===== config.mk =====
export PLATFORM = sky130hd
export DESIGN_NAME = ctp_capture
export DESIGN_NICKNAME = d
export VERILOG_FILES = /design/src/pkg/ctp_pkg.sv /design/src/logic/ctp_capture.sv /design/src/logic/ctp_fifo.sv
export VERILOG_INCLUDE_DIRS = /design/src /design/src/pkg
export SDC_FILE = /design/constraint.sdc
export NUM_CORES = 1
export LEC_CHECK = 0
export BUFFER_PORTS_ARGS = -buffer_cell sky130_fd_sc_hd__buf_2
export CAP_MARGIN = 30
export CORE_MARGIN = 2
export CORE_UTILIZATION = 25
export DETAILED_ROUTE_END_ITERATION = 12
export MAX_ROUTING_LAYER = met4
export PLACE_DENSITY_LB_ADDON = 0.25
export SYNTH_ARGS = -nofsm -noshare
export SYNTH_HDL_FRONTEND = slang
export SYNTH_SLANG_ARGS = --single-unit

===== constraint.sdc =====
create_clock -name ref_clk_i -period 5.3 [get_ports ref_clk_i]
set_input_delay 1.06 -clock ref_clk_i [delete_from_list [all_inputs] [get_ports ref_clk_i]]
set_output_delay 1.06 -clock ref_clk_i [all_outputs]
set_load 0.01 [all_outputs]

===== src/pkg/ctp_consts.svh =====
// Offsets, field positions, reset values and depths of the capture block.
// Assumes inclusion by bare name from the design files.
`ifndef CTP_CONSTS_SVH
`define CTP_CONSTS_SVH

// Register byte offsets
`define CTP_OFS_CTRL 5'h00
`define CTP_OFS_STATUS 5'h04
`define CTP_OFS_SEG_SEL 5'h08
`define CTP_OFS_SEG_INFO 5'h0c
`define CTP_OFS_RD_ADDR 5'h10
`define CTP_OFS_RD_DATA 5'h14

// Control field positions
`define CTP_CTRL_RUN 0
`define CTP_CTRL_SEG 1
`define CTP_CTRL_RT_POS 2
`define CTP_CTRL_PU_POS 4
`define CTP_CTRL_STOP 6

// Reset values
`define CTP_RT_POS_RST 2'h1
`define CTP_PU_POS_RST 2'h1
`define CTP_SEG_RST 1'h0

// Depths, widths and ratios
`define CTP_BUF_DEPTH 7'h40
`define CTP_SEG_DEPTH 7'h10
`define CTP_PCT_EARLY 12
`define CTP_PCT_LATE 88
`define CTP_PCT_FULL 100
`define CTP_SMP_W 8
`define CTP_FIFO_D 8

`endif


===== src/pkg/ctp_pkg.sv =====
// Types shared by the capture block.
// Assumes nothing of its surroundings.
package ctp_pkg;

	typedef enum logic [1:0] {
		CTP_ST_IDLE = 2'b00,
		CTP_ST_PRE = 2'b01,
		CTP_ST_POST = 2'b10,
		CTP_ST_DONE = 2'b11
	} ctp_state_e;

	typedef enum logic [1:0] {
		CTP_POS_EARLY = 2'b00,
		CTP_POS_MID = 2'b01,
		CTP_POS_LATE = 2'b10
	} ctp_pos_e;

endpackage


===== src/logic/ctp_capture.sv =====
// Trigger-position and acquisition-stop control of an on-chip logic analyzer.
// Assumes samples and trigger actions synchronous to ref_clk_i, and an
// Avalon-MM master on the register port.
//
// Chosen here: the Avalon-MM slave port and the register addresses.
`timescale 1ns/10ps
`include "ctp_consts.svh"

module ctp_capture (
	// Clock and reset
	input wire logic ref_clk_i,
	input wire logic arst_n_i,
	// Avalon-MM slave
	input wire logic [4:0] avs_address_i,
	input wire logic avs_read_i,
	input wire logic avs_write_i,
	input wire logic [31:0] avs_writedata_i,
	input wire logic [3:0] avs_byteenable_i,
	output logic [31:0] avs_readdata_o,
	output logic avs_waitrequest_o,
	// Sample stream from probed logic
	input wire logic [7:0] smp_data_i,
	input wire logic smp_valid_i,
	output logic smp_ready_o,
	// Stop actions from the trigger flow
	input wire logic buf_stop_i,
	input wire logic seg_end_i,
	input wire logic post_fill_vld_i,
	input wire logic [6:0] post_fill_i,
	// Boot arming and status
	input wire logic boot_arm_en_i,
	output logic armed_o,
	output logic acq_done_o
);
	// ****************************************
	// Functions
	// ****************************************

	// Samples kept before the trigger for a preset
	function automatic logic [6:0] pre_len(input logic [1:0] pos, input logic [6:0] n);
		int prod;
		prod = 0;
		unique case (pos)
			ctp_pkg::CTP_POS_EARLY: prod = int'(n) * `CTP_PCT_EARLY;
			ctp_pkg::CTP_POS_LATE: prod = int'(n) * `CTP_PCT_LATE;
			default: prod = int'(n) * (`CTP_PCT_FULL / 2);
		endcase
		return 7'(prod / `CTP_PCT_FULL);
	endfunction

	// Valid-bit mask of one segment
	function automatic logic [63:0] seg_mask(input logic [1:0] seg);
		return 64'h0000_0000_0000_ffff << {seg, 4'h0};
	endfunction

	// ****************************************
	// Declarations
	// ****************************************

	ctp_pkg::ctp_state_e state_ff, nxt_state;
	logic [5:0] wptr_ff, nxt_wptr;
	logic [1:0] seg_ff, nxt_seg;
	logic [6:0] cnt_ff, nxt_cnt;
	logic last_ff, nxt_last;
	logic [1:0] pos_ff, nxt_pos;
	logic smode_ff, nxt_smode;
	logic [63:0] valid_ff, nxt_valid;
	logic [6:0] tidx_ff [4];
	logic [6:0] nxt_tidx [4];
	logic [6:0] inval_ff [4];
	logic [6:0] nxt_inval [4];
	logic boot_pend_ff, nxt_boot_pend;
	logic [7:0] mem_ff [64];

	logic ack_ff, nxt_ack;
	logic [31:0] rdata_ff, nxt_rdata;
	logic [1:0] rt_pos_ff, nxt_rt_pos;
	logic [1:0] pu_pos_ff, nxt_pu_pos;
	logic segcfg_ff, nxt_segcfg;
	logic [1:0] sel_ff, nxt_sel;
	logic [5:0] rdaddr_ff, nxt_rdaddr;

	logic [7:0] fifo_data;
	logic fifo_valid;
	logic acquiring;
	logic wr_en;
	logic wr_ctrl;
	logic boot_arm;
	logic arm;
	logic sw_stop;
	logic [6:0] depth;
	logic [6:0] post;
	logic [1:0] nseg;
	logic stop_pre;
	logic stop_post;

	// ****************************************
	// Sample buffering
	// ****************************************

	// Back-pressure reaches the probed logic while the block is not acquiring
	ctp_fifo #(
		.WIDTH(`CTP_SMP_W),
		.DEPTH(`CTP_FIFO_D)
	) u_fifo (
		.ref_clk_i(ref_clk_i),
		.arst_n_i(arst_n_i),
		.in_data_i(smp_data_i),
		.in_valid_i(smp_valid_i),
		.in_ready_o(smp_ready_o),
		.out_data_o(fifo_data),
		.out_valid_o(fifo_valid),
		.out_ready_i(acquiring)
	);

	assign acquiring = (state_ff == ctp_pkg::CTP_ST_PRE) || (state_ff == ctp_pkg::CTP_ST_POST);
	assign wr_en = fifo_valid && acquiring;
	assign armed_o = acquiring;
	assign acq_done_o = (state_ff == ctp_pkg::CTP_ST_DONE);

	// ****************************************
	// Acquisition control
	// ****************************************

	assign wr_ctrl = avs_write_i && ack_ff && avs_byteenable_i[0] && (avs_address_i == `CTP_OFS_CTRL);
	assign boot_arm = boot_pend_ff && boot_arm_en_i;
	assign arm = boot_arm || (wr_ctrl && avs_writedata_i[`CTP_CTRL_RUN]);
	assign sw_stop = wr_ctrl && avs_writedata_i[`CTP_CTRL_STOP];
	assign depth = smode_ff ? `CTP_SEG_DEPTH : `CTP_BUF_DEPTH;
	assign nseg = seg_ff + 2'h1;
	// Without segments, end-segment is ignored before the trigger and after it too, as the tail always has last_ff set
	assign stop_pre = buf_stop_i || (seg_end_i && smode_ff);
	assign stop_post = !last_ff && (buf_stop_i || seg_end_i);

	// Tail count: explicit one wins, else the preset split
	always_comb begin
		if (post_fill_vld_i) begin
			post = (post_fill_i > depth) ? depth : post_fill_i;
		end else begin
			post = depth - pre_len(pos_ff, depth);
		end
	end

	always_comb begin
		nxt_state = state_ff;
		nxt_wptr = wptr_ff;
		nxt_seg = seg_ff;
		nxt_cnt = cnt_ff;
		nxt_last = last_ff;
		nxt_pos = pos_ff;
		nxt_smode = smode_ff;
		nxt_valid = valid_ff;
		nxt_tidx = tidx_ff;
		nxt_inval = inval_ff;
		nxt_boot_pend = 1'b0;
		if (wr_en) begin
			nxt_valid[wptr_ff] = 1'b1;
			nxt_wptr = smode_ff ? {seg_ff, wptr_ff[3:0] + 4'h1} : wptr_ff + 6'h01;
		end
		if (arm) begin
			nxt_state = ctp_pkg::CTP_ST_PRE;
			nxt_pos = boot_arm ? pu_pos_ff : rt_pos_ff;
			nxt_smode = segcfg_ff;
			nxt_wptr = 6'h00;
			nxt_seg = 2'h0;
			nxt_cnt = 7'h00;
			nxt_last = 1'b0;
			nxt_valid = 64'h0;
			for (int i = 0; i < 4; i++) begin
				nxt_tidx[i] = 7'h00;
				nxt_inval[i] = 7'h00;
			end
		end else if (sw_stop && acquiring) begin
			nxt_state = ctp_pkg::CTP_ST_DONE;
		end else begin
			unique case (state_ff)
				ctp_pkg::CTP_ST_PRE: begin
					if (stop_pre) begin
						nxt_tidx[seg_ff] = depth - post;
						nxt_last = buf_stop_i;
						nxt_cnt = post;
						if (post != 7'h00) begin
							nxt_state = ctp_pkg::CTP_ST_POST;
						end else if (buf_stop_i) begin
							nxt_state = ctp_pkg::CTP_ST_DONE;
						end else begin
							nxt_seg = nseg;
							nxt_wptr = {nseg, 4'h0};
							nxt_valid = nxt_valid & ~seg_mask(nseg);
						end
					end
				end
				ctp_pkg::CTP_ST_POST: begin
					if (stop_post) begin
						// Unfilled tail is dropped and its length recorded
						nxt_inval[seg_ff] = cnt_ff - {6'h00, wr_en};
						if (buf_stop_i) begin
							nxt_state = ctp_pkg::CTP_ST_DONE;
						end else begin
							nxt_seg = nseg;
							nxt_wptr = {nseg, 4'h0};
							nxt_valid = nxt_valid & ~seg_mask(nseg);
							nxt_tidx[nseg] = depth - post;
							nxt_cnt = post;
							nxt_state = (post != 7'h00) ? ctp_pkg::CTP_ST_POST : ctp_pkg::CTP_ST_PRE;
						end
					end else if (wr_en) begin
						nxt_cnt = cnt_ff - 7'h01;
						if (cnt_ff == 7'h01) begin
							if (last_ff) begin
								nxt_state = ctp_pkg::CTP_ST_DONE;
							end else begin
								nxt_state = ctp_pkg::CTP_ST_PRE;
								nxt_seg = nseg;
								nxt_wptr = {nseg, 4'h0};
								nxt_valid = nxt_valid & ~seg_mask(nseg);
							end
						end
					end
				end
				default: begin
				end
			endcase
		end
	end

	always_ff @(posedge ref_clk_i or negedge arst_n_i) begin
		if (!arst_n_i) begin
			state_ff <= ctp_pkg::CTP_ST_IDLE;
			wptr_ff <= 6'h00;
			seg_ff <= 2'h0;
			cnt_ff <= 7'h00;
			last_ff <= 1'b0;
			pos_ff <= `CTP_PU_POS_RST;
			smode_ff <= `CTP_SEG_RST;
			valid_ff <= 64'h0;
			boot_pend_ff <= 1'b1;
			for (int i = 0; i < 4; i++) begin
				tidx_ff[i] <= 7'h00;
				inval_ff[i] <= 7'h00;
			end
		end else begin
			state_ff <= nxt_state;
			wptr_ff <= nxt_wptr;
			seg_ff <= nxt_seg;
			cnt_ff <= nxt_cnt;
			last_ff <= nxt_last;
			pos_ff <= nxt_pos;
			smode_ff <= nxt_smode;
			valid_ff <= nxt_valid;
			boot_pend_ff <= nxt_boot_pend;
			tidx_ff <= nxt_tidx;
			inval_ff <= nxt_inval;
		end
	end

	// Sample storage, no reset needed: valid bits guard it
	always_ff @(posedge ref_clk_i) begin
		if (wr_en) begin
			mem_ff[wptr_ff] <= fifo_data;
		end
	end

	// ****************************************
	// Register slave
	// ****************************************

	// One wait cycle on every access; write lands on the released edge
	assign avs_waitrequest_o = (avs_read_i || avs_write_i) && !ack_ff;
	assign avs_readdata_o = rdata_ff;

	always_comb begin
		nxt_ack = (avs_read_i || avs_write_i) && !ack_ff;
		nxt_rt_pos = rt_pos_ff;
		nxt_pu_pos = pu_pos_ff;
		nxt_segcfg = segcfg_ff;
		nxt_sel = sel_ff;
		nxt_rdaddr = rdaddr_ff;
		nxt_rdata = rdata_ff;
		if (avs_write_i && ack_ff && avs_byteenable_i[0]) begin
			unique case (avs_address_i)
				`CTP_OFS_CTRL: begin
					nxt_segcfg = avs_writedata_i[`CTP_CTRL_SEG];
					nxt_rt_pos = avs_writedata_i[`CTP_CTRL_RT_POS +: 2];
					nxt_pu_pos = avs_writedata_i[`CTP_CTRL_PU_POS +: 2];
				end
				`CTP_OFS_SEG_SEL: nxt_sel = avs_writedata_i[1:0];
				`CTP_OFS_RD_ADDR: nxt_rdaddr = avs_writedata_i[5:0];
				default: begin
				end
			endcase
		end
		if (avs_read_i && !ack_ff) begin
			unique case (avs_address_i)
				`CTP_OFS_CTRL: nxt_rdata = {25'h0, 1'b0, pu_pos_ff, rt_pos_ff, segcfg_ff, 1'b0};
				`CTP_OFS_STATUS: nxt_rdata = {16'h0, 1'b0, cnt_ff, 2'h0, seg_ff, last_ff, smode_ff, state_ff};
				`CTP_OFS_SEG_SEL: nxt_rdata = {30'h0, sel_ff};
				`CTP_OFS_SEG_INFO: nxt_rdata = {17'h0, inval_ff[sel_ff], 1'b0, tidx_ff[sel_ff]};
				`CTP_OFS_RD_ADDR: nxt_rdata = {26'h0, rdaddr_ff};
				`CTP_OFS_RD_DATA: nxt_rdata = {23'h0, valid_ff[rdaddr_ff], mem_ff[rdaddr_ff]};
				default: nxt_rdata = 32'h0;
			endcase
		end
	end

	always_ff @(posedge ref_clk_i or negedge arst_n_i) begin
		if (!arst_n_i) begin
			ack_ff <= 1'b0;
			rdata_ff <= 32'h0;
			rt_pos_ff <= `CTP_RT_POS_RST;
			pu_pos_ff <= `CTP_PU_POS_RST;
			segcfg_ff <= `CTP_SEG_RST;
			sel_ff <= 2'h0;
			rdaddr_ff <= 6'h00;
		end else begin
			ack_ff <= nxt_ack;
			rdata_ff <= nxt_rdata;
			rt_pos_ff <= nxt_rt_pos;
			pu_pos_ff <= nxt_pu_pos;
			segcfg_ff <= nxt_segcfg;
			sel_ff <= nxt_sel;
			rdaddr_ff <= nxt_rdaddr;
		end
	end
endmodule


===== src/logic/ctp_fifo.sv =====
// Small synchronous FIFO with valid/ready on both sides.
// Assumes one clock and an asynchronous active-low reset.
`timescale 1ns/10ps
module ctp_fifo #(
	parameter int WIDTH = 8,
	parameter int DEPTH = 8
) (
	// Clock and reset
	input wire logic ref_clk_i,
	input wire logic arst_n_i,
	// Filling side
	input wire logic [WIDTH-1:0] in_data_i,
	input wire logic in_valid_i,
	output logic in_ready_o,
	// Draining side
	output logic [WIDTH-1:0] out_data_o,
	output logic out_valid_o,
	input wire logic out_ready_i
);
	localparam int AW = $clog2(DEPTH);

	logic [WIDTH-1:0] mem_ff [DEPTH];
	logic [AW:0] wptr_ff;
	logic [AW:0] rptr_ff;
	logic [AW:0] nxt_wptr;
	logic [AW:0] nxt_rptr;
	logic full;
	logic empty;
	logic push;
	logic pop;

	// Extra pointer bit tells full from empty
	assign full = (wptr_ff[AW] != rptr_ff[AW]) && (wptr_ff[AW-1:0] == rptr_ff[AW-1:0]);
	assign empty = (wptr_ff == rptr_ff);
	assign in_ready_o = !full;
	assign out_valid_o = !empty;
	assign out_data_o = mem_ff[rptr_ff[AW-1:0]];
	assign push = in_valid_i && !full;
	assign pop = out_ready_i && !empty;

	always_comb begin
		nxt_wptr = push ? wptr_ff + 1'b1 : wptr_ff;
		nxt_rptr = pop ? rptr_ff + 1'b1 : rptr_ff;
	end

	always_ff @(posedge ref_clk_i or negedge arst_n_i) begin
		if (!arst_n_i) begin
			wptr_ff <= '0;
			rptr_ff <= '0;
		end else begin
			wptr_ff <= nxt_wptr;
			rptr_ff <= nxt_rptr;
		end
	end

	// Storage needs no reset; empty guards the output
	always_ff @(posedge ref_clk_i) begin
		if (push) begin
			mem_ff[wptr_ff[AW-1:0]] <= in_data_i;
		end
	end
endmodule


After elaboration in Yosys (flattened, before gate mapping)
Memories as Yosys holds them, arrays and structs flattened.
Cells that the tools add are included.
{"block": "totals", "mem_bits_ro": 0, "n_memories": 2, "ff_bits": 196, "out_inout_bits": 36, "latchBits": 0, "word_cells": 221, "mem_bits_rw": 576}
{"block": "classes", "multipliers": 3, "add_sub_neg": 9, "order_cmp": 9, "n_mux": 94, "n_eq_ne": 26, "div": 1, "reduce_logical": 44, "n_shift": 1, "bitwise_logic": 6}
{"memory": "mem_ff", "depth": 64, "word_bits": 8, "read_ports": 1, "rd_clocked_by_memory_dff": 0, "wr": 1, "line_no": "ctp_capture.sv:73", "text": "logic [7:0] mem_ff [64];"}
{"memory": "u_fifo.mem_ff", "depth": 8, "word_bits": 8, "read_ports": 1, "rd_clocked_by_memory_dff": 0, "wr": 1, "line_no": "ctp_fifo.sv:22", "text": "logic [WIDTH-1:0] mem_ff [DEPTH];"}
{"op": "2-to-1 mux 64 bit", "count": 10}
{"op": "2-to-1 mux 28 bit", "count": 9}
{"op": "case mux 64 bit (2 select lines)", "count": 1}
{"op": "2-to-1 mux 7 bit", "count": 15}
{"op": "case mux 15 bit (6 select lines)", "count": 1}
{"op": "bitwise mux 28 bit", "count": 3}
{"op": "2-to-1 mux 6 bit", "count": 11}
{"op": "AND 64 bit", "count": 1}
{"op": "NOT 64 bit", "count": 1}
{"op": "OR 64 bit", "count": 1}
{"op": "left shift 16 x 6 -> 64 bit (first input constant)", "count": 1}
{"op": "case mux 28 bit (2 select lines)", "count": 1}
{"op": "2-to-1 mux 2 bit", "count": 21}
{"op": "divider 32 x 8 -> 32 bit (second input constant)", "count": 1}
{"op": "2-to-1 mux 32 bit", "count": 1}
{"op": "binary-select mux 7 bit (select 2 bit)", "count": 2}
{"op": "demux 7 bit (select 2 bit)", "count": 2}
{"op": "case mux 14 bit (2 select lines)", "count": 1}
{"op": "logical AND 1 bit", "count": 17}
{"op": "inequality test 5 x 3 -> 1 bit (second input constant)", "count": 3}
{"op": "AND reduction 5 bit", "count": 3}
{"op": "less-than comparator 6 x 7 -> 1 bit (second input constant)", "count": 2}
{"op": "case mux 7 bit (2 select lines)", "count": 1}
{"op": "subtractor 7 bit", "count": 2}
{"op": "42 further kinds", "count": 82}

Longest topological paths before layout
Gate-level depths: netlist of run 1.
{"block": "depth", "depth_word": 14, "mapped_depth": 21, "mapped_depth_nobuf": 19}

Cells and area by module
A second synthesis of run 1 with hierarchy kept.
{"block": "hier_totals", "hier_cells": 1913, "hier_area_um2": 32376.1}
{"mod": "ctp_capture", "area_each_um2": 29273.1, "cells_per_inst": 1763, "seq_area_each_um2": 19658.9, "n_inst": 1}
{"mod": "ctp_fifo", "area_each_um2": 3103.0, "cells_per_inst": 150, "seq_area_each_um2": 2122.0, "n_inst": 1}

Worst setup path after synthesis of run 1
OpenSTA, ideal clock, no wires.
{"block": "synth_timing", "path_type": "flip-flop to flip-flop", "startpoint": "register smode_ff", "endpoint": "register valid_ff[10]", "path_slack_ns": 1.354, "required_time_ns": 5.179, "stages_incl_launch_ff": 22, "arrival_ns": 3.824, "path_cell_list": "dfrtp_1 > buf_2 > inv_1 > ha_1 > nand3_1 > o21ai_0 > nand3_1 > o21ai_0 > ha_1 > mux2i_1 > o31ai_1 > o211a_1 > o21ai_0 > a32oi_1 > inv_1 > ha_1 > nand4_1 > nor2b_4 > a31oi_4 > nor3_2 > buf_2 > nor2_1"}
{"block": "synth_between", "elab_chain_cells": 13}
{"element": "start, declared", "line_no": "ctp_capture.sv:66", "text": "logic smode_ff, nxt_smode;"}
{"element": "start signal, assigned", "line_no": "ctp_capture.sv:235", "text": "smode_ff <= `CTP_SEG_RST;"}
{"element": "start signal, assigned", "line_no": "ctp_capture.sv:249", "text": "smode_ff <= nxt_smode;"}
{"element": "2-to-1 mux 7 bit (no source line)"}
{"element": "multiplier 7 x 5 -> 12 bit (tied with other cells)", "line_no": "ctp_capture.sv:46", "text": "default: prod = int'(n) * (`CTP_PCT_FULL / 2);"}
{"element": "case mux 14 bit (2 select lines)", "line_no": "ctp_capture.sv:43", "text": "unique case (pos)"}
{"element": "2-to-1 mux 32 bit", "line_no": "ctp_capture.sv:137", "text": "if (post_fill_vld_i) begin"}
{"element": "divider 32 x 8 -> 32 bit (no source line)"}
{"element": "subtractor 7 bit", "line_no": "ctp_capture.sv:140", "text": "post = depth - pre_len(pos_ff, depth);"}
{"element": "2-to-1 mux 7 bit", "line_no": "ctp_capture.sv:137"}
{"element": "nonzero test 7 bit", "line_no": "ctp_capture.sv:182", "text": "if (post != 7'h00) begin"}
{"element": "2-to-1 mux 64 bit", "line_no": "ctp_capture.sv:182"}
{"element": "2-to-1 mux 64 bit *", "line_no": "ctp_capture.sv:178", "text": "if (stop_pre) begin"}
{"element": "case mux 64 bit (2 select lines) *", "line_no": "ctp_capture.sv:176", "text": "unique case (state_ff)"}
{"element": "2-to-1 mux 64 bit *", "line_no": "ctp_capture.sv:173", "text": "end else if (sw_stop && acquiring) begin"}
{"element": "2-to-1 mux 64 bit *", "line_no": "ctp_capture.sv:160", "text": "if (arm) begin"}
{"element": "net nxt_valid[10]", "line_no": "ctp_capture.sv:67", "text": "logic [63:0] valid_ff, nxt_valid;"}
{"element": "end signal, assigned", "line_no": "ctp_capture.sv:250", "text": "valid_ff <= nxt_valid;"}
{"element": "end, declared", "line_no": "ctp_capture.sv:67"}
The timed path passes the listed nets; every way through them passes the cells marked *. The select of a mux whose other input is x is not followed.
A chain may end at the register's enable or synchronous reset.

Worst setup path after layout of run 1
{"block": "layout_timing", "startpoint": "register pos_ff[0]", "endpoint": "register wptr_ff[1]"}
{"block": "layout_between", "elab_chain_cells": 12}
{"element": "start, declared", "line_no": "ctp_capture.sv:65", "text": "logic [1:0] pos_ff, nxt_pos;"}
{"element": "start signal, assigned", "line_no": "ctp_capture.sv:234", "text": "pos_ff <= `CTP_PU_POS_RST;"}
{"element": "start signal, assigned", "line_no": "ctp_capture.sv:248", "text": "pos_ff <= nxt_pos;"}
{"element": "equality test 2 bit or zero test 2 bit (tied branches)", "line_no": "ctp_capture.sv:43"}
{"element": "case mux 14 bit (2 select lines) *", "line_no": "ctp_capture.sv:43"}
{"element": "2-to-1 mux 32 bit *", "line_no": "ctp_capture.sv:137"}
{"element": "divider 32 x 8 -> 32 bit (no source line) *"}
{"element": "subtractor 7 bit *", "line_no": "ctp_capture.sv:140"}
{"element": "2-to-1 mux 7 bit *", "line_no": "ctp_capture.sv:137"}
{"element": "nonzero test 7 bit *", "line_no": "ctp_capture.sv:182"}
{"element": "2-to-1 mux 6 bit *", "line_no": "ctp_capture.sv:182"}
{"element": "2-to-1 mux 6 bit *", "line_no": "ctp_capture.sv:178"}
{"element": "case mux 6 bit (2 select lines) *", "line_no": "ctp_capture.sv:176"}
{"element": "2-to-1 mux 6 bit *", "line_no": "ctp_capture.sv:173"}
{"element": "2-to-1 mux 6 bit *", "line_no": "ctp_capture.sv:160"}
{"element": "net nxt_wptr[1]", "line_no": "ctp_capture.sv:61", "text": "logic [5:0] wptr_ff, nxt_wptr;"}
{"element": "end signal, assigned", "line_no": "ctp_capture.sv:244", "text": "wptr_ff <= nxt_wptr;"}
{"element": "end, declared", "line_no": "ctp_capture.sv:61"}
Marked as above.

==> reports/qor.yml, run 1 <==
cts_root_buf: "clkbuf_16"
vias: 17500
synth_cell_types: 73
cts_setup_buffers: 0
ys.flop_type: "edfxtp_1"
clock_latency_ns: 0.64
yosys.cell_count.top_type: "edfxtp_1"
clock_sinks: 755
track_usage_pct: 12.9
postSynthCellCount: 1881
crit_path_frequent_cell: "ha_1"
hold-worst-slack_ns: 0.221
reg2reg_slack_ns: 0.88
drt-pass1-iter-count: 5
end_kind: "flip-flop"
via_per_inst: 4.71
io_buffers: 55
worst-slew-pin-transition_ns: 1.06
dpl_cell_area_sq_um: 34400
ir_worst_vdd_mv: 0.312
timing.fmax_mhz: 226
worstPathMaxFanout: 16
io_pins: 101
crit_path_max_incr_delay_ns: 0.70
cts_buffers: 85
dp.cells: 3553
hpwlAfterDp_mm: 53.6
cp.required_ns: 5.78
pwr-share-clk_pct: 31.8
grt_max_degree: 105
gp_congestion: 0.843
grt_pass1_wl_mm: 122
antenna_found_initial: 5
hold_class: "input pin to asynchronous set/reset pin"
reg2reg_from: "pos_ff[0]"
die_width_um: 361
maxCapViolCount: 0
p_switching_mw: 5.84
cts_tree: "yes"
drc: 0
core_sq_um: 127000
seq_power_share_pct: 44.1
fin_cells: 3723
synth_common_cells: "576 x edfxtp_1, 218 x mux4_2, 200 x nor2_1, 175 x dfrtp_1, 86 x nand2_1"
layout_setup_ws_ns: 0.876
syn2layout_area_growth_pct: 17.0
slew_headroom_pct: 29.0
final_hold_viol_count: 0
avgSynthCellArea_sq_um: 17.0
initial_utilization_pct: 25.1
holdBufCountCts: 0
setup_tns_ns: 0
r2r_cells: 16
r2r-end: "wptr_ff[1]"
rsz0062_at_grt: "no"
maxSlewViolCount: 0
ys_warn_count: 0
synth-async-reset-ratio_pct: 23.7
synth.yosys.seq_area_share_pct: 68.2
finalWirelength_mm: 82.8
core.rowCount: 131
clk_path_buf_depth: 3
p_per_area_nw_per_um2: 502
synth-edff-count: 576
finalSetupViolations: 0
critPathKind: "flip-flop to flip-flop"
dr.first_iter.drc_count: 1636
utilization_pct: 29.4
finalPower_mw: 18.7
htree_levels: 3
crit_slowest_cell: "dfstp_2"
cp_cell_sequence: "inv_1, ha_1, ha_1, mux2i_1, o31ai_1, o211a_1, o21ai_0, a32oi_1, buf_4, inv_1, ha_1, nand4_1, nor2b_4, nand3_1, nor3_1, nor4_1"
skew_ns: 0.0305
design.die.area_sq_um: 131000
p_int_mw: 12.9
ant_nets: 0
grt_pass1_vias: 17900
p_comb_share_pct: 24.1
design_area_sq_um: 37400
postCtsResizedCells: 0
path_clk_slew_ns: 0.06
synth.top_cell.area_share_pct: 54.2
dp_slack_ns: 0.915
synth.largest_area_cell: "edfxtp_1"
start_kind: "flip-flop"
switching_share_pct: 31.1
synth-seq-cells: 755
period_share_pct: 83.5
p_leak_nw: 12.6
critical_path_arrival_ns: 4.90
status: "completed"
fin_crit_ns: 4.42
syn-cell-area_sq_um: 31900
wl_per_cell_um: 22.2
nNetsFinal: 2080
drive_gt1_share_pct: 25.4
die_h_um: 361
grt_overflow_total: 0
synth_area_leaders: "edfxtp_1 54%, mux4_2 15%, dfrtp_1 14%"
[cell usage in the layout, fill, tap and decap left out, drive strengths merged, types with 8 or more instances in the layout]
cell type    n
ha          28
conb        18
mux2        29
edfxtp     576
nand2b      18
a31oi       13
nand2       86
nor2b       12
a22o        13
a211oi      22
dfrtp      175
mux4       218
clkbuf     134
a21oi       41
o21ai       80
xor2        16
clkinv      15
o21a        19
and2        13
nor4         8
buf        123
a22oi        9
nor3        24
inv         20
nand3       22
mux2i       11
o211ai       8
xnor2       10
nor2       200
or3          8
[flip-flops by register name (all words and copies together), names as in the netlist, 2 cells and up]
name and cells:
avs_readdata_o 15, cnt_ff 7, inval_ff 28, mem_ff 512, pos_ff 2, pu_pos_ff 2, rdaddr_ff 6, rt_pos_ff 2
seg_ff 2, sel_ff 2, state_ff 2, tidx_ff 28, u_fifo.mem_ff 64, u_fifo.rptr_ff 4, u_fifo.wptr_ff 4, valid_ff 64
wptr_ff 6
[critical path, delay by kind of cell, from the launching register on]
kind	cells	cell delay (ns)
DFF	1	0.70
muxes	1	0.25
and+or+nand+nor	5	1.20
adders and majority gates	3	0.95
AOI/OAI and AO/OA	4	0.65
buffers and inverters	3	0.50
[power by group through the flow]
stage	logic (mW)	registers, mW	clock network, mW
2_1_floorplan	2.83	8.19	0
3_3_place_gp	4.39	8.37	0
3_5_place_dp	4.56	8.39	0
4_1_cts	4.58	8.28	6.12
5_1_grt	4.95	8.33	6.34
6_report	4.51	8.27	5.97
[how the worst max path moves through the flow]
stage	slack, ns	depth (start not counted)	startpoint	to
after global routing	0.49	19	pos_ff[0]	wptr_ff[1]
after detailed placement	0.92	16	pos_ff[0]	wptr_ff[1]
after CTS	0.89	16	pos_ff[0]	wptr_ff[1]
after floorplan	1.35	21	smode_ff	valid_ff[10]
after global placement	0.87	19	pos_ff[0]	wptr_ff[1]
final	0.88	16	pos_ff[0]	wptr_ff[1]
[routing by layer]
layer | vias up | global-route usage, % | share of wire (%)
met5 | - | - | 0
li1 | 7603 | - | -
met3 | 136 | 1.96 | 4.4
met1 | 9329 | 17.3 | 45
met4 | 0 | 3.95 | 2.7
met2 | 479 | 20.3 | 47
[area by class of cell]
class / count / area (sq um)
fillers: 12600 / 89800
clock inverters: 26 / 345
inverters: 20 / 75.1
flip-flops and latches: 755 / 21800
multi-input cells: 1001 / 9620
repair buffers: 124 / 942
well taps: 1662 / 2080
clock buffers: 133 / 2510
diodes: 2 / 5.00
[cell families after synthesis]
logic type	Yosys count	share of synthesized area (%)
fa+ha+maj	28	1.10
flops	755	68.2
buf+inv	142	1.94
other cells	1	0.0117
compound gates	250	5.21
simple gates	421	6.06
mux	258	16.7
xor+xnor	26	0.713
No activity file was read; power rests on OpenSTA's default activity.
==> inputs of run 2 (changes only) <==
--- a/config.mk
+++ b/config.mk
@@ -6,6 +6,7 @@
 export SDC_FILE = /design/constraint.sdc
 export NUM_CORES = 1
 export LEC_CHECK = 0
+export ABC_AREA = 1
 export BUFFER_PORTS_ARGS = -buffer_cell sky130_fd_sc_hd__buf_2
 export CAP_MARGIN = 30
 export CORE_MARGIN = 2
==> constraint.sdc (replaced) <==
create_clock -name ref_clk_i -period 3.6 [get_ports ref_clk_i]
set_input_delay 0.72 -clock ref_clk_i [delete_from_list [all_inputs] [get_ports ref_clk_i]]
set_output_delay 0.72 -clock ref_clk_i [all_outputs]
set_load 0.01 [all_outputs]
==> reports/qor.yml, run 2 <==
path_delay_family: "simple AND/OR/NAND/NOR gates"
period_share_pct: 96.7
clock_sinks: 755
crit_path_max_incr_delay_ns: 0.59
crit_path_frequent_cell: "nand2_2"
syn2layout_area_growth_pct: 19.3
critical_path_arrival_ns: 4.00
synth-seq-cells: 755
p_comb_share_pct: 28.2
ys_warn_count: 0
dp.cells: 4719
cts_tree: "yes"
layout_commonest_cell: "nor2_1"
drc: 0
skew_ns: 0.0255
htree_levels: 3
die_width_um: 365
dr.first_iter.drc_count: 1790
design.die.area_sq_um: 133000
utilization_pct: 30.0
clk_path_buf_depth: 3
cts_root_buf: "clkbuf_16"
pwr-share-clk_pct: 29.9
regMostFlops: "mem_ff"
synth_cell_types: 55
status: "completed"
n_fill_cell: 13300
fin_crit_ns: 3.48
slew_headroom_pct: 41.5
ff_latch_area_sq_um: 21800
finalPower_mw: 29.2
final_hold_viol_count: 0
syn-cell-area_sq_um: 32500
nNetsFinal: 3158
vias: 22800
postSynthCellCount: 2917
cp_num_buf_inv: 2
yosys.cell_count.top_type: "nor2_1"
hold_class: "input pin to asynchronous set/reset pin"
hpwlAfterDp_mm: 60.7
final_cell_mix: "610 x nor2_1, 576 x edfxtp_1, 446 x o21ai_0"
wl_per_cell_um: 20.1
core.rowCount: 132
io_buffers: 55
track_usage_pct: 15.0
initial_utilization_pct: 25.1
seq_power_share_pct: 41.9
finalWirelength_mm: 98.0
p_leak_nw: 13.9
switching_share_pct: 34.3
fin_cells: 4873
io_pins: 101
ant_nets: 0
gp_congestion: 0.861
crit_slowest_cell: "dfstp_2"
finalSetupViolations: 0
synth.top_cell.area_share_pct: 53.2
cp_cell_sequence: "inv_2, ha_1, ha_1, nand2_1, nand2_1, inv_2, nand2_2, nand2_2, nand2_2, a21oi_4, a21oi_2, a31oi_2, ha_2, nand3_2, nor2_4, nand4_4, o21bai_1, nand2_2, nand2_4, nor2_1"
top_regs: "mem_ff: 512 flops, u_fifo.mem_ff: 64 flops, valid_ff: 64 flops"
end_kind: "flip-flop"
grt_overflow_total: 0
ir_worst_vdd_mv: 0.516
die_h_um: 365
ys.flop_type: "edfxtp_1"
cp.required_ns: 4.12
synth-async-reset-ratio_pct: 23.7
start_kind: "flip-flop"
holdBufCountCts: 0
drt-pass1-iter-count: 5
synth.yosys.seq_area_share_pct: 67.0
p_int_mw: 19.2
synth-edff-count: 576
reg2reg_from: "pos_ff[0]"
antenna_found_initial: 0
synth.largest_area_cell: "edfxtp_1"
largest_reg_flops: 512
clock_latency_ns: 0.65
synth_common_cells: "613 x nor2_1, 576 x edfxtp_1, 446 x o21ai_0, 197 x nand2_1, 175 x dfrtp_1"
worst-slew-pin-transition_ns: 0.873
grt_pass1_vias: 22400
cts_buffers: 82
maxSlewViolCount: 0
grt_max_degree: 95
rsz0062_at_grt: "yes"
core_sq_um: 129000
critPathKind: "flip-flop to flip-flop"
worstPathMaxFanout: 8
path_clk_slew_ns: 0.06
maxCapViolCount: 0
p_switching_mw: 10.0
multi_input_area_sq_um: 9640
p_per_area_nw_per_um2: 754
antennaDiodeCount: 0
avgSynthCellArea_sq_um: 11.1
grt_pass1_wl_mm: 146
drive_gt1_share_pct: 14.1
timing.fmax_mhz: 287
via_per_inst: 4.69
synth_area_leaders: "edfxtp_1 53%, dfrtp_1 13%, nor2_1 7.1%"
critPathLaunch: "pos_ff[0]"
## run 2: cell types whose count changed after synthesis, moves of 29 or more
cell / before / now
clkbuf_1: 69 / 145
inv_1: 20 / 132
mux2_2: 29 / 0
mux4_2: 218 / 0
nand2_1: 86 / 197
nand3_1: 21 / 150
nor2_1: 200 / 613
o21ai_0: 79 / 446
o221ai_1: 1 / 120
o22ai_1: 2 / 55
## run 2: stage by stage
step	TNS [ns]	hold slack, ns	setup WS (ns)	instance area [sq um]
after floorplan	0	0.424	0.0156	32600
after global placement	0	0.456	0.0889	35900
after detailed placement	0	0.463	0.103	35900
after CTS	0	0.145	0.0965	38700
after global routing	-3.19	0.153	-0.126	38800
final	0	0.114	0.117	38800
## run 2: final timing paths
| check | endpoint | slack, ns | cells after the start |
|---|---|---|---|
| worst min-delay path | avs_readdata_o[14] | 0.11 | 1 |
| worst max-delay path | valid_ff[34] | 0.12 | 20 |
| max in group asynchronous | inval_ff[17] | 2.66 | 2 |
| min in group ref_clk_i | rt_pos_ff[0] | 0.35 | 3 |
| worst min register to register | ack_ff | 0.47 | 1 |
| worst max register to register | valid_ff[34] | 0.12 | 20 |
## run 2: worst register-to-register path, cell delays in order (launching register included)
cell      delay [ns]
dfstp_2         0.59
inv_2           0.10
ha_1            0.34
ha_1            0.30
nand2_1         0.06
nand2_1         0.06
inv_2           0.07
nand2_2         0.06
nand2_2         0.07
nand2_2         0.06
a21oi_4         0.13
a21oi_2         0.07
a31oi_2         0.18
ha_2            0.23
nand3_2         0.09
nor2_4          0.15
nand4_4         0.14
o21bai_1        0.21
nand2_2         0.18
nand2_4         0.19
nor2_1          0.06
## run 2: power by group through the flow
stage	clock network [mW]	registers [mW]	logic, mW
after floorplan	0	12.5	4.57
after global placement	0	12.4	8.22
after detailed placement	0	12.4	8.26
after CTS	8.94	12.3	8.27
after global routing	9.27	12.3	9.09
final	8.73	12.3	8.25
## run 2: cell type report
class | instances | share of cell area (%)
multi-input cells | 1850 | 24.9
clock buffers | 111 | 5.86
inverters | 147 | 1.45
flip-flops and latches | 755 | 56.2
clock inverters | 39 | 1.25
repair buffers | 229 | 4.79
well taps | 1742 | 5.62
## run 2: metal layers
metal,track usage (%),vias up,wire [um]
met2,23.6,575,45700
met5,-,-,0
met3,2.38,143,4790
met4,4.93,0,2890
li1,-,10800,-
met1,19.8,11400,44700
## run 2: timing repair
item	4_1_cts	5_1_grt
resized for setup	0	25
setup endpoints to repair	0	77
setup buffers	0	3
## run 2: logic make-up after synthesis
kind of cell               count (synthesis)  synth area share, %
AOI/OAI and AO/OA                        763                 14.1
buffers and inverters                    330                 4.22
other                                      1               0.0115
adders and majority gates                 28                 1.08
xor gates and xnor gates                  22                0.593
and+or+nand+nor                         1018                 13.0
DFF                                      755                 67.0
